`config.mk`:
```
export PLATFORM = sky130hd
export DESIGN_NAME = lcra_alu
export DESIGN_NICKNAME = d
export VERILOG_FILES = /design/src/lcra_pkg.sv /design/src/lcra_alu.sv
export VERILOG_INCLUDE_DIRS = /design/src /design/src/src
export SDC_FILE = /design/constraint.sdc
export NUM_CORES = 1
export LEC_CHECK = 0
export ABC_AREA = 1
export CAP_MARGIN = 20
export CORE_ASPECT_RATIO = 0.75
export CORE_MARGIN = 8
export CORE_UTILIZATION = 45
export DETAILED_ROUTE_END_ITERATION = 8
export DONT_BUFFER_PORTS = 1
export SYNTH_ARGS = -nofsm -noshare
export SYNTH_HDL_FRONTEND = slang
export SYNTH_SLANG_ARGS = --single-unit
```
`constraint.sdc`:
```
create_clock -name clk -period 2.5 [get_ports clk]
set_input_delay 0.25 -clock clk [delete_from_list [all_inputs] [get_ports clk]]
set_output_delay 0.25 -clock clk [all_outputs]
set_load 0.1 [all_outputs]
```
`src/lcra_defs.svh`:
```
// Opcodes, field positions, timing counts and reset values of the logic unit
`ifndef LCRA_DEFS_SVH
`define LCRA_DEFS_SVH

`define LCRA_GRP_XOR 5'h15
`define LCRA_GRP_OR 5'h16
`define LCRA_GRP_CMP 5'h17
`define LCRA_SRC_MEM 3'h6
`define LCRA_OP_XOR_IMM 8'hee
`define LCRA_OP_OR_IMM 8'hf6
`define LCRA_OP_CMP_IMM 8'hfe
`define LCRA_OP_ROT_LC 8'h07
`define LCRA_OP_ROT_RC 8'h0f
`define LCRA_OP_ROT_LT 8'h17
`define LCRA_OP_ROT_RT 8'h1f
`define LCRA_OP_INV_ACC 8'h2f
`define LCRA_OP_INV_CY 8'h3f

`define LCRA_GRP_MSB 7
`define LCRA_GRP_LSB 3
`define LCRA_SRC_MSB 2

`define LCRA_ONE_CYCLE_STATES 3'h4
`define LCRA_TWO_CYCLE_STATES 3'h7

`define LCRA_ACC_RST 8'h00
`define LCRA_FLAG_RST 1'b0

`endif

```
`src/lcra_pkg.sv`:
```
// Types of the logic unit
package lcra_pkg;
  typedef enum logic [2:0] {
    LCRA_IDLE = 3'b001,
    LCRA_M1 = 3'b010,
    LCRA_M2 = 3'b100
  } lcra_state_t;

  typedef enum logic [3:0] {
    LCRA_C_XOR,
    LCRA_C_OR,
    LCRA_C_CMP,
    LCRA_C_RLC,
    LCRA_C_RRC,
    LCRA_C_RLT,
    LCRA_C_RRT,
    LCRA_C_INVA,
    LCRA_C_INVC,
    LCRA_C_NONE
  } lcra_class_t;
endpackage

```
`src/lcra_alu.sv`:
```
// Logic, compare and rotate unit of the accumulator datapath
`timescale 1ns/1ps
`include "lcra_defs.svh"

module lcra_alu (
  input wire logic clk,
  input wire logic sys_rst,
  input wire logic op_valid,
  input wire logic [7:0] opcode,
  input wire logic [7:0] reg_data,
  input wire logic [15:0] hl_pair,
  input wire logic byte_valid,
  input wire logic [7:0] byte_data,
  input wire logic acc_wr,
  input wire logic [7:0] acc_wr_data,
  output logic op_ready,
  output logic op_done,
  output logic op_bad,
  output logic [2:0] src_sel,
  output logic mem_rd_req,
  output logic imm_rd_req,
  output logic [15:0] mem_addr,
  output logic [7:0] acc,
  output logic zero_flag,
  output logic sign_flag,
  output logic parity_flag,
  output logic carry_flag,
  output logic auxiliary_carry_flag
);
  lcra_pkg::lcra_state_t state_r;
  lcra_pkg::lcra_class_t cls_r;
  logic [2:0] cnt_r;
  logic two_cyc_r;
  logic is_mem_r;
  logic have_r;
  logic [7:0] opnd_r;

  // Decode of the incoming opcode
  wire [4:0] grp = opcode[`LCRA_GRP_MSB:`LCRA_GRP_LSB];
  wire [2:0] src = opcode[`LCRA_SRC_MSB:0];
  wire is_xor_r = (grp == `LCRA_GRP_XOR);
  wire is_or_r = (grp == `LCRA_GRP_OR);
  wire is_cmp_r = (grp == `LCRA_GRP_CMP);
  wire is_regfam = is_xor_r | is_or_r | is_cmp_r;
  wire src_mem = is_regfam && (src == `LCRA_SRC_MEM);
  wire is_imm = (opcode == `LCRA_OP_XOR_IMM) | (opcode == `LCRA_OP_OR_IMM) |
                (opcode == `LCRA_OP_CMP_IMM);
  lcra_pkg::lcra_class_t dec_cls;
  always_comb begin
    dec_cls = lcra_pkg::LCRA_C_NONE;
    if (is_xor_r || opcode == `LCRA_OP_XOR_IMM)
      dec_cls = lcra_pkg::LCRA_C_XOR;
    else if (is_or_r || opcode == `LCRA_OP_OR_IMM)
      dec_cls = lcra_pkg::LCRA_C_OR;
    else if (is_cmp_r || opcode == `LCRA_OP_CMP_IMM)
      dec_cls = lcra_pkg::LCRA_C_CMP;
    else if (opcode == `LCRA_OP_ROT_LC)
      dec_cls = lcra_pkg::LCRA_C_RLC;
    else if (opcode == `LCRA_OP_ROT_RC)
      dec_cls = lcra_pkg::LCRA_C_RRC;
    else if (opcode == `LCRA_OP_ROT_LT)
      dec_cls = lcra_pkg::LCRA_C_RLT;
    else if (opcode == `LCRA_OP_ROT_RT)
      dec_cls = lcra_pkg::LCRA_C_RRT;
    else if (opcode == `LCRA_OP_INV_ACC)
      dec_cls = lcra_pkg::LCRA_C_INVA;
    else if (opcode == `LCRA_OP_INV_CY)
      dec_cls = lcra_pkg::LCRA_C_INVC;
  end

  wire idle = (state_r == lcra_pkg::LCRA_IDLE);
  wire take = idle && op_valid;
  wire legal = (dec_cls != lcra_pkg::LCRA_C_NONE);
  wire start = take && legal;
  wire dec_two = src_mem | is_imm;

  // Sequencing of states
  wire m1_end = (state_r == lcra_pkg::LCRA_M1) && (cnt_r == `LCRA_ONE_CYCLE_STATES);
  wire cap = (state_r == lcra_pkg::LCRA_M2) && !have_r && byte_valid;
  wire m2_end = (state_r == lcra_pkg::LCRA_M2) && have_r &&
                (cnt_r == `LCRA_TWO_CYCLE_STATES);
  wire exec = (m1_end && !two_cyc_r) || m2_end;

  lcra_pkg::lcra_state_t state_nxt;
  always_comb begin
    state_nxt = state_r;
    unique case (state_r)
      lcra_pkg::LCRA_IDLE: begin
        if (start)
          state_nxt = lcra_pkg::LCRA_M1;
      end
      lcra_pkg::LCRA_M1: begin
        if (m1_end)
          state_nxt = two_cyc_r ? lcra_pkg::LCRA_M2 : lcra_pkg::LCRA_IDLE;
      end
      lcra_pkg::LCRA_M2: begin
        if (m2_end)
          state_nxt = lcra_pkg::LCRA_IDLE;
      end
      default: state_nxt = lcra_pkg::LCRA_IDLE;
    endcase
  end

  // Stretched at the seventh state while the byte is late
  wire [2:0] cnt_nxt = start ? 3'h1 :
                       (!idle && cnt_r != `LCRA_TWO_CYCLE_STATES) ? cnt_r + 3'h1 : cnt_r;

  // Operation results
  wire [7:0] a = acc;
  wire [7:0] b = opnd_r;
  wire [7:0] nb = ~b;
  wire [8:0] diff = {1'b0, a} + {1'b0, nb} + 9'h001;
  wire [4:0] ldiff = {1'b0, a[3:0]} + {1'b0, nb[3:0]} + 5'h01;
  wire [7:0] xor_res = a ^ b;
  wire [7:0] or_res = a | b;
  wire cmp_lt = !diff[8];

  logic [7:0] res;
  logic [7:0] acc_nxt;
  logic cy_nxt;
  logic ac_nxt;
  logic upd_zsp;
  always_comb begin
    res = a;
    acc_nxt = a;
    cy_nxt = carry_flag;
    ac_nxt = auxiliary_carry_flag;
    upd_zsp = 1'b0;
    unique case (cls_r)
      lcra_pkg::LCRA_C_XOR: begin
        res = xor_res;
        acc_nxt = xor_res;
        cy_nxt = 1'b0;
        ac_nxt = 1'b0;
        upd_zsp = 1'b1;
      end
      lcra_pkg::LCRA_C_OR: begin
        res = or_res;
        acc_nxt = or_res;
        cy_nxt = 1'b0;
        ac_nxt = 1'b0;
        upd_zsp = 1'b1;
      end
      lcra_pkg::LCRA_C_CMP: begin
        res = diff[7:0];
        cy_nxt = cmp_lt;
        ac_nxt = ldiff[4];
        upd_zsp = 1'b1;
      end
      lcra_pkg::LCRA_C_RLC: begin
        acc_nxt = {a[6:0], a[7]};
        cy_nxt = a[7];
      end
      lcra_pkg::LCRA_C_RRC: begin
        acc_nxt = {a[0], a[7:1]};
        cy_nxt = a[0];
      end
      lcra_pkg::LCRA_C_RLT: begin
        acc_nxt = {a[6:0], carry_flag};
        cy_nxt = a[7];
      end
      lcra_pkg::LCRA_C_RRT: begin
        acc_nxt = {carry_flag, a[7:1]};
        cy_nxt = a[0];
      end
      lcra_pkg::LCRA_C_INVA: acc_nxt = ~a;
      lcra_pkg::LCRA_C_INVC: cy_nxt = ~carry_flag;
      lcra_pkg::LCRA_C_NONE: acc_nxt = a;
    endcase
  end

  wire z_nxt = upd_zsp ? (res == 8'h00) : zero_flag;
  wire s_nxt = upd_zsp ? res[7] : sign_flag;
  wire p_nxt = upd_zsp ? ~^res : parity_flag;

  always_ff @(posedge clk or posedge sys_rst) begin
    if (sys_rst) begin
      state_r <= lcra_pkg::LCRA_IDLE;
      cnt_r <= 3'h0;
    end else begin
      state_r <= state_nxt;
      cnt_r <= cnt_nxt;
    end
  end

  always_ff @(posedge clk or posedge sys_rst) begin
    if (sys_rst) begin
      cls_r <= lcra_pkg::LCRA_C_NONE;
      two_cyc_r <= 1'b0;
      is_mem_r <= 1'b0;
      src_sel <= 3'h0;
      mem_addr <= 16'h0000;
    end else if (start) begin
      cls_r <= dec_cls;
      two_cyc_r <= dec_two;
      is_mem_r <= src_mem;
      src_sel <= src;
      mem_addr <= hl_pair;
    end
  end

  // Operand: register now, or the byte read in the second machine cycle
  always_ff @(posedge clk or posedge sys_rst) begin
    if (sys_rst) begin
      opnd_r <= 8'h00;
      have_r <= 1'b0;
    end else begin
      if (start)
        opnd_r <= reg_data;
      else if (cap)
        opnd_r <= byte_data;
      if (start || m2_end)
        have_r <= 1'b0;
      else if (cap)
        have_r <= 1'b1;
    end
  end

  always_ff @(posedge clk or posedge sys_rst) begin
    if (sys_rst) begin
      mem_rd_req <= 1'b0;
      imm_rd_req <= 1'b0;
    end else begin
      mem_rd_req <= (m1_end && two_cyc_r && is_mem_r) ||
                    (mem_rd_req && !cap);
      imm_rd_req <= (m1_end && two_cyc_r && !is_mem_r) ||
                    (imm_rd_req && !cap);
    end
  end

  always_ff @(posedge clk or posedge sys_rst) begin
    if (sys_rst) begin
      op_ready <= 1'b0;
      op_done <= 1'b0;
      op_bad <= 1'b0;
    end else begin
      op_ready <= (state_nxt == lcra_pkg::LCRA_IDLE);
      op_done <= exec;
      op_bad <= take && !legal;
    end
  end

  wire acc_load = idle && acc_wr;

  always_ff @(posedge clk or posedge sys_rst) begin
    if (sys_rst) begin
      acc <= `LCRA_ACC_RST;
    end else if (exec) begin
      acc <= acc_nxt;
    end else if (acc_load) begin
      acc <= acc_wr_data;
    end
  end

  // Flags load only at the execute edge
  lcra_flag_bit #(.RST_VAL(`LCRA_FLAG_RST)) u_zero (
    .clk(clk),
    .sys_rst(sys_rst),
    .load(exec),
    .d(z_nxt),
    .q(zero_flag)
  );
  lcra_flag_bit #(.RST_VAL(`LCRA_FLAG_RST)) u_sign (
    .clk(clk),
    .sys_rst(sys_rst),
    .load(exec),
    .d(s_nxt),
    .q(sign_flag)
  );
  lcra_flag_bit #(.RST_VAL(`LCRA_FLAG_RST)) u_parity (
    .clk(clk),
    .sys_rst(sys_rst),
    .load(exec),
    .d(p_nxt),
    .q(parity_flag)
  );
  lcra_flag_bit #(.RST_VAL(`LCRA_FLAG_RST)) u_carry (
    .clk(clk),
    .sys_rst(sys_rst),
    .load(exec),
    .d(cy_nxt),
    .q(carry_flag)
  );
  lcra_flag_bit #(.RST_VAL(`LCRA_FLAG_RST)) u_aux (
    .clk(clk),
    .sys_rst(sys_rst),
    .load(exec),
    .d(ac_nxt),
    .q(auxiliary_carry_flag)
  );
endmodule

// One condition flag, loaded when an operation executes
module lcra_flag_bit #(
  parameter logic RST_VAL = 1'b0
) (
  input wire logic clk,
  input wire logic sys_rst,
  input wire logic load,
  input wire logic d,
  output logic q
);
  always_ff @(posedge clk or posedge sys_rst) begin
    if (sys_rst) begin
      q <= RST_VAL;
    end else if (load) begin
      q <= d;
    end
  end
endmodule

```
# Word level (Yosys, flattened, before mapping)
# Index checks and enable logic that the tools add are counted.
dict set report word_totals {
  regBits 58
  inputBits 53
  output_inout_bits 37
  word_cells 140
}
dict set report op_classes {
  n_addsub 5
  eq_ne 30
  n_mux 27
  n_bitwise 10
  n_reduce_logical 48
}
# cell n
set op_table {}
lappend op_table {{case mux 8 bit (7 select lines)} 1}
lappend op_table {{two-way mux 4 bit} 8}
lappend op_table {{two-way mux 8 bit} 4}
lappend op_table {{== test 8 bit (second input constant)} 3}
lappend op_table {{case mux 8 bit (3 select lines)} 1}
lappend op_table {{two-way mux 3 bit} 6}
lappend op_table {{logical AND 1 bit} 17}
lappend op_table {{== test 4 x 3 -> 1 bit (second input constant)} 4}
lappend op_table {{== test 8 x 5 -> 1 bit (second input constant)} 2}
lappend op_table {{== test 8 x 6 -> 1 bit (second input constant)} 2}
lappend op_table {{NOT 8 bit} 2}
lappend op_table {{== test 5 bit (second input constant)} 3}
lappend op_table {{== test 3 bit (second input constant)} 4}
lappend op_table {{nonzero test 2 bit} 5}
lappend op_table {{adder 8 x 8 -> 9 bit} 1}
lappend op_table {{adder 9 x 1 -> 9 bit (second input constant)} 1}
lappend op_table {{case mux 3 bit (3 select lines)} 1}
lappend op_table {{== test 4 x 2 -> 1 bit (second input constant)} 2}
lappend op_table {{== test 8 x 3 -> 1 bit (second input constant)} 1}
lappend op_table {{== test 8 x 4 -> 1 bit (second input constant)} 1}
lappend op_table {{zero test 8 bit} 1}
lappend op_table {{!= test 8 x 1 -> 1 bit (second input constant)} 1}
lappend op_table {{OR 8 bit} 1}
lappend op_table {{AND reduction 2 bit} 4}
lappend op_table {{22 further kinds} 44}

# Longest topological paths before layout
# Gate-level depths: netlist of the first run.
dict set report logic_depth {
  depth_word 15
  depth_mapped 18
  mapped_depth_nobuf 18
}

# Hierarchy
# A second synthesis of the first run with hierarchy kept.
dict set report unflattened {
  cells_unflattened 553
  area_unflattened_um2 3957.5
}
# module n_inst cells_per_inst area_each_um2 seq_area_each_um2
set by_module_without_submodules {}
lappend by_module_without_submodules {lcra_alu 1 523 3738.6 1330.0}
lappend by_module_without_submodules {lcra_flag_bit 5 6 43.8 25.0}

# Least setup slack after synthesis of the first run
# No wires, ideal clock.
dict set report synth_path {
  path_kind {register to register}
  start {register acc[0]}
  end {register u_parity.q}
  setup_time_ns 0.129
  arrival_time_ns 2.974
  required_ns 2.371
  slack_ns -0.603
  stages_incl_launch_ff 18
  n_path_buf 0
  period_less_slack_ns 3.103
  path_cell_list {dfrtp_1 -> inv_1 -> ha_1 -> inv_1 -> fa_1 -> nand3_1 -> nand2_1 -> nand2_1 -> nand2_1 -> nand2_1 -> nand3_1 -> nand3_1 -> nand2_1 -> o21ai_0 -> ha_1 -> xor2_1 -> xnor2_1 -> o21ai_0}
}
dict set report synth_between {
  elab_chain_cells 4
  word_cells_on_any_way 6
  cone_classes {add/sub: 2; mux: 1; bitwise: 2; reduce/logical: 1}
}
# item line
set synth_rtl {}
lappend synth_rtl {{start, declared} lcra_alu.sv:23} ;# output logic [7:0] acc,
lappend synth_rtl {{start signal, assigned} lcra_alu.sv:247} ;# acc <= `LCRA_ACC_RST;
lappend synth_rtl {{start signal, assigned} lcra_alu.sv:249} ;# acc <= acc_nxt;
lappend synth_rtl {{start signal, assigned} lcra_alu.sv:251} ;# acc <= acc_wr_data;
lappend synth_rtl {{adder 8 x 8 -> 9 bit} lcra_alu.sv:112} ;# wire [8:0] diff = {1'b0, a} + {1'b0, nb} + 9'h001;
lappend synth_rtl {{adder 9 x 1 -> 9 bit} lcra_alu.sv:112}
lappend synth_rtl {{case mux 8 bit (3 select lines) (*)} lcra_alu.sv:129} ;# unique case (cls_r)
lappend synth_rtl {{XNOR reduction 8 bit (*)} lcra_alu.sv:174} ;# wire p_nxt = upd_zsp ? ~^res : parity_flag;
lappend synth_rtl {{end signal, assigned} lcra_alu.sv:305} ;# q <= RST_VAL;
lappend synth_rtl {{end signal, assigned} lcra_alu.sv:307} ;# q <= d;
lappend synth_rtl {{end, declared} lcra_alu.sv:301} ;# output logic q
# Every way passes the cells marked *; elsewhere a longest branch is shown, timed or not.
# A chain may end at the register's enable or synchronous reset.

# Worst setup path after layout of the first run
dict set report layout_path {
  start {register cls_r[2]}
  end {register u_parity.q}
}
dict set report layout_between {
  elab_chain_cells 4
  word_cells_on_any_way 8
  cone_classes {eq/ne: 2; mux: 2; reduce/logical: 4}
}
# item line
set layout_rtl {}
lappend layout_rtl {{start, declared} lcra_alu.sv:31} ;# lcra_pkg::lcra_class_t cls_r;
lappend layout_rtl {{start signal, assigned} lcra_alu.sv:188} ;# cls_r <= lcra_pkg::LCRA_C_NONE;
lappend layout_rtl {{start signal, assigned} lcra_alu.sv:194} ;# cls_r <= dec_cls;
lappend layout_rtl {{branches (longest 4 deep; another with case mux 8 bit (3 select lines))} --}
# Several ways; the timed one is not identified.

==> run metrics, run 1 <==
status finished clean; Crit. path cell count 10; Routed WL 11.5 mm; GRT Overall Usage 0.205; non-filler cells, final 689; max-cap violations 0; max frequency 408 MHz; hold path cells 2; Avg WL per Cell 16.7 um; Nets 653; Worst VDD drop 0.430 mV; cell family with most CP delay simple AND/OR/NAND/NOR gates; fin. max-slew vios 0; Crit Path Max Fanout 6; pre-CTS setup slack -0.00482 ns; total congestion overflow 0; largest family of logic cells by synthesized area simple AND/OR/NAND/NOR gates; CTS tree built; vias in the first global route 3601; Ports 90; Worst path max stage delay 0.39 ns; Top cell by count, worst path nand2_1; Worst Path Buf+Inv 1; worst hold path type in -> reg; Critical Path RT 2.71 ns; clk_lat worst skew 0.33 ns; Synth Area in XOR/XNOR 0.00915; total power 2.50 mW; PD cells 544 nW/um2; Clock Sinks 58; gpl congestion 0.974; Arrival @ worst endpoint 2.66 ns; # rows 29; share of layout cells above drive strength 1 0.172; synthesized area per cell 7.16 um2; top_reg_cell synth dfrtp_1; Starting Density 0.459; # placed instances 670; Synth Instances 535; sequential area share after synthesis 0.380; placed standard-cell area 4210 um2; Post-synth ARST share 1.00; Detail Placement HPWL 9.25 mm; Tightest Pin Transition 0.932 ns; Die Width 123 um; TNS Setup 0 ns; Die Y 95.9 um; cell count of the worst reg-to-reg path 10; Critical Path Start Type flip-flop; Final period util 0.981; Worst Setup Path Type reg -> reg; Simple-Gate Fraction of Synth Area 0.327; Filler Cell Count 815; Final ANT Viol Nets 0; slew margin rel. 0.379; Netlist Area Pre-Place 3830 um2; WHS 0.0358 ns; Final Skew 0.00634 ns; CP max-delay cell a211oi_1; via count 3688; number of synthesized flops with an enable pin 0; DIE AREA 11700 um2; Synth warnings 0; post-layout minimum cycle time 2.45 ns; unrepaired setup endpoints after global routing true; Root Driver clkbuf_16; CP Cell Sequence nor2_1, nand2_1, a211oi_1, buf_4, nand2_1, o21ai_0, ha_1, xor2_1, xnor2_1, o21ai_1; Core Util, Final 0.551; Num CTS Buffers 9; largest net degree at the start of global routing 42; DRT Pass-1 Iters 5; CTS HTree Levels 3; Leakage 2.34 nW; Setup violations, final 0; clk slew on worst S/H paths 0.06 ns; Synth Area in Compound Gates 0.118; clock buffer depth 2; initial antenna violation count 0; fin area 4600 um2; FF+latch count, synth 58; Area growth syn-to-layout 20.2%; Worst Setup Slack, final 0.0481 ns; Unique masters post-synth 37; Iteration-0 DRC Markers 287; Inserted Diodes 0; core area 8350 um2; first-pass GRT wire length 18.6 mm; DRC violations left 0; Final Hold Viols 0; Mapped Nets 612; post-synthesis mux area share 0; I/O Buffers 0; DR vias/cell 5.35; Critical Path Sink Type flip-flop; adder-cell area share of the yosys netlist 0.0804
[cells by family (layout without fill, tap and decap cells)]
| kind of cell | count (synthesis) | count (layout) |
|---|---|---|
| AND/OR/NAND/NOR | 293 | 293 |
| AO/OA/AOI/OAI | 80 | 80 |
| flip-flops | 58 | 58 |
| XOR/XNOR | 4 | 4 |
| buffers and inverters | 76 | 122 |
| adder cells (fa/ha/maj) | 24 | 24 |
[power by group]
part           internal (mW)  leakage [nW]  switching, mW  total [mW]
logic                 0.0664          1.45          0.139       0.206
clock network          0.880         0.156          0.468        1.35
registers              0.945         0.731        0.00478       0.950
total                   1.89          2.34          0.612        2.50
[area by class of cell]
class,instances,area (um2),share of cell area
inverter,66,250,0.0544
clock inverter,7,103,0.0223
sequential,58,1460,0.318
multi-input combinational,401,2110,0.458
timing repair buffer,40,315,0.0685
clock buffer,9,225,0.0490
tap,108,135,0.0294
[final timing paths]
kind	startpoint	to	slack, ns
worst max-delay path	cls_r[2]$_DFFE_PP0N_	u_parity.q$_DFFE_PP0P_	0.05
worst min-delay path	hl_pair[8]	mem_addr[8]$_DFFE_PP0N_	0.04
worst max register to register	cls_r[2]$_DFFE_PP0N_	u_parity.q$_DFFE_PP0P_	0.05
worst min register to register	is_mem_r$_DFFE_PP0N_	imm_rd_req$_DFF_PP0_	0.46
max in group asynchronous	sys_rst	cls_r[3]$_DFFE_PP1N_	1.50
min in group asynchronous	sys_rst	mem_addr[7]$_DFFE_PP0N_	0.37
[layer usage]
metal | vias to the layer above | global-route usage | wire (um)
met5 | - | 0 | 0
met4 | 0 | 0.0677 | 167
met3 | 18 | 0.0639 | 1040
met2 | 150 | 0.306 | 4920
met1 | 1696 | 0.277 | 5360
li1 | 1824 | - | -
[synth_stat cells (2+ instances only)]
master	instances	share of area
a21oi_1	17	0.022
nor3_1	2	0.0026
buf_2	5	0.0065
nor2_2	3	0.0049
inv_1	65	0.064
dfstp_2	3	0.021
o22ai_1	3	0.0049
ha_1	23	0.075
buf_6	4	0.012
o211ai_1	2	0.0039
nand3_1	45	0.059
nand4_1	15	0.025
xor2_1	2	0.0046
o21a_1	2	0.0039
o21ai_0	31	0.041
o2111ai_1	4	0.0091
a211oi_1	2	0.0039
nor2_1	42	0.041
xnor2_1	2	0.0046
nand2_2	4	0.0065
o21ai_1	13	0.017
dfrtp_1	55	0.36
nand2_1	175	0.17
or2_2	3	0.0049
[flip-flops by register name (all words and copies together), names as in the netlist, 3 cells and up]
signal and cells:
mem_addr 16, acc 8, state_r 3, cnt_r 3
cls_r 4, src_sel 3, b 8
[timing repair]
action / CTS / global route
pin swaps: 2 / 5
endpoints found under the setup margin: 1 / 1
hold buffers: 1 / 0
buffers inserted: 0 / 2
endpoints found under the hold margin: 17 / 0
resized for setup: 0 / 13
[cell usage in the layout, fill, tap and decap left out, types with 3 or more instances in the layout]
cell type / instances
o21ai_0: 29
dfrtp_1: 48
nand2_2: 8
nor2_2: 4
dfstp_2: 3
clkinv_4: 3
inv_2: 6
nand2_1: 171
a21oi_2: 3
o22ai_1: 3
o21ai_1: 14
or2_2: 3
a21oi_1: 14
nand4_1: 15
dfrtp_2: 7
ha_1: 22
buf_4: 38
inv_1: 58
o2111ai_1: 4
clkbuf_16: 9
nor2_1: 41
nand3_1: 43
Power figures use the tool's default switching activity.
==> run 2, diff against run 1 <==
- CORE_MARGIN: 8 -> default
- PLACE_DENSITY_LB_ADDON: default -> 0.05
==> run metrics, run 2 (synthesized netlist as in run 1, its figures left out) <==
status finished clean; CP Cell Sequence inv_4, ha_4, inv_2, fa_2, nand3_2, nand2_2, nand2_2, nand2_1, nand2_1, nand2_1, nand2_1, nand3_1, nand2_1, o21ai_1, ha_1, xor2_1, xnor2_1, o21ai_1; fin area 4690 um2 (+2.0%); Top cell by count, worst path nand2_1; Critical Path Sink Type flip-flop; clock buffer depth 2 (unchanged); most frequent cells in the layout nand2_1, inv_1, buf_4, dfrtp_1, nand3_1; Worst Path Buf+Inv 2 (+1); Nets 667 (+2.1%); Worst Setup Path Type reg -> reg; Routed WL 11.6 mm (+1.3%); CTS HTree Levels 3 (unchanged); Setup violations, final 0 (unchanged); max frequency 404 MHz (-0.97%); Starting Density 0.475 (+0.0164); initial antenna violation count 0 (unchanged); I/O Buffers 0 (unchanged); Iteration-0 DRC Markers 394 (+37%); max-cap violations 0 (unchanged); Final Hold Viols 0 (unchanged); Crit Path Max Fanout 2 (-4); largest net degree at the start of global routing 37 (-12%); Avg WL per Cell 16.6 um (-0.16%); unrepaired setup endpoints after global routing true; Arrival @ worst endpoint 2.68 ns (+0.02 ns); PD cells 503 nW/um2 (-7.5%); Detail Placement HPWL 9.08 mm (-1.8%); commonest non-fill, non-tap cell in the layout nand2_1; Inserted Diodes 0 (unchanged); fin. max-slew vios 0 (unchanged); DRT Pass-1 Iters 5 (unchanged); worst hold path type in -> reg; Final ANT Viol Nets 0 (unchanged); max reg flops 16 (unchanged); share of layout cells above drive strength 1 0.187 (+0.0148); Final period util 0.990 (+0.00964); vias in the first global route 3649 (+1.3%); CP max-delay cell dfrtp_2; slew margin rel. 0.381 (+0.00233); # rows 28 (-3.4%); DR vias/cell 5.44 (+1.7%); Ports 90 (unchanged); Final Skew 0.00749 ns (+0.00115 ns); gpl congestion 1.01 (+4.0%); total congestion overflow 0 (unchanged); post-layout minimum cycle time 2.48 ns (+0.0241 ns); placed standard-cell area 4320 um2 (+2.5%); WHS 0.0500 ns (+0.0142 ns); DRC violations left 0 (unchanged); Die Y 81.9 um (-15%); Leakage 2.40 nW (+2.6%); Tightest Pin Transition 0.928 ns (-0.00349 ns); total power 2.36 mW (-5.7%); first-pass GRT wire length 18.8 mm (+1.3%); Critical Path Start Type flip-flop; Die Width 109 um (-11%); Worst VDD drop 0.536 mV (+24%); clk slew on worst S/H paths 0.05 ns (about the same); core area 8060 um2 (-3.4%); DIE AREA 8880 um2 (-24%); GRT Overall Usage 0.284 (+0.0793); Worst path max stage delay 0.42 ns (+0.03 ns); Root Driver clkbuf_16; Critical Path RT 2.70 ns (about the same); Top reg by flops mem_addr; Clock Sinks 58 (unchanged); Num CTS Buffers 9 (unchanged); TNS Setup 0 ns (unchanged); clk_lat worst skew 0.32 ns (about the same); CTS tree built; via count 3806 (+3.2%); Filler Cell Count 778 (-4.5%); Area growth syn-to-layout 22.5%; cell family with most CP delay adder cells
[run 2: cell count changes in the layout (fill, tap and decap cells not counted), sizes merged]
| cell | previous run | this run |
|---|---|---|
| clkinv | 4 | 3 |
| inv | 66 | 65 |
| clkinvlp | 1 | 0 |
| buf | 39 | 53 |
| clkbuf | 9 | 12 |
| bufinv | 2 | 1 |
[run 2: worst register-to-register path, cell delays in order (launching register included)]
cell	delay, ns
dfrtp_2	0.42
inv_4	0.08
ha_4	0.13
inv_2	0.04
fa_2	0.36
nand3_2	0.11
nand2_2	0.07
nand2_2	0.07
nand2_1	0.05
nand2_1	0.07
nand2_1	0.05
nand2_1	0.05
nand3_1	0.06
nand2_1	0.05
o21ai_1	0.06
ha_1	0.29
xor2_1	0.18
xnor2_1	0.14
o21ai_1	0.08
[run 2: repair_timing]
action | CTS | global route
endpoints found under the setup margin | 1 | 1
hold buffers | 1 | 0
hold endpoints to repair | 22 | 0
resized for setup | 2 | 12
buffers inserted | 0 | 3
pin swaps | 2 | 6
cloned | 0 | 0
[run 2: layout make-up]
class	instances	area [um2]	area share
repair buffers	54	433	0.0923
well taps	105	131	0.0280
multi-input cells	401	2130	0.453
clock buffers	12	246	0.0525
inverters	66	250	0.0533
flip-flops and latches	58	1460	0.312
clock inverters	3	40.0	0.00854
[run 2: final timing paths]
path                            slack (ns)                      end  cells after the start                  from
worst min-delay path                  0.05  mem_addr[9]$_DFFE_PP0N_                      2            hl_pair[9]
worst max-delay path                  0.02   u_parity.q$_DFFE_PP0P_                     18    acc[0]$_DFFE_PP0P_
worst max register to register        0.02   u_parity.q$_DFFE_PP0P_                     18    acc[0]$_DFFE_PP0P_
worst min register to register        0.45     imm_rd_req$_DFF_PP0_                      1  is_mem_r$_DFFE_PP0N_
max in group asynchronous             1.47     state_r[0]$_DFF_PP1_                      3               sys_rst
min in group asynchronous             0.41     u_sign.q$_DFFE_PP0P_                      2               sys_rst
[run 2: metrics by stage]
| stage | utilization | cells | setup WS, ns |
|---|---|---|---|
| after floorplan | - | 535 | -0.207 |
| after global placement | 0.536 | 680 | -0.000140 |
| after detailed placement | 0.536 | 680 | -0.00952 |
| after CTS | 0.573 | 696 | 0.0117 |
| after global routing | 0.582 | 699 | -0.153 |
| final | 0.582 | 699 | 0.0240 |
[run 2: layer usage]
metal  global-route usage  share of wire
met1                0.415           0.49
met3                0.110           0.12
met4               0.0946          0.012
met2                0.373           0.38
met5                    0              0
[run 2: power breakdown]
part           switching, mW  total, mW  internal (mW)
Combinational          0.147      0.228         0.0809
Clock                  0.392       1.18          0.788
Sequential           0.00622      0.953          0.947
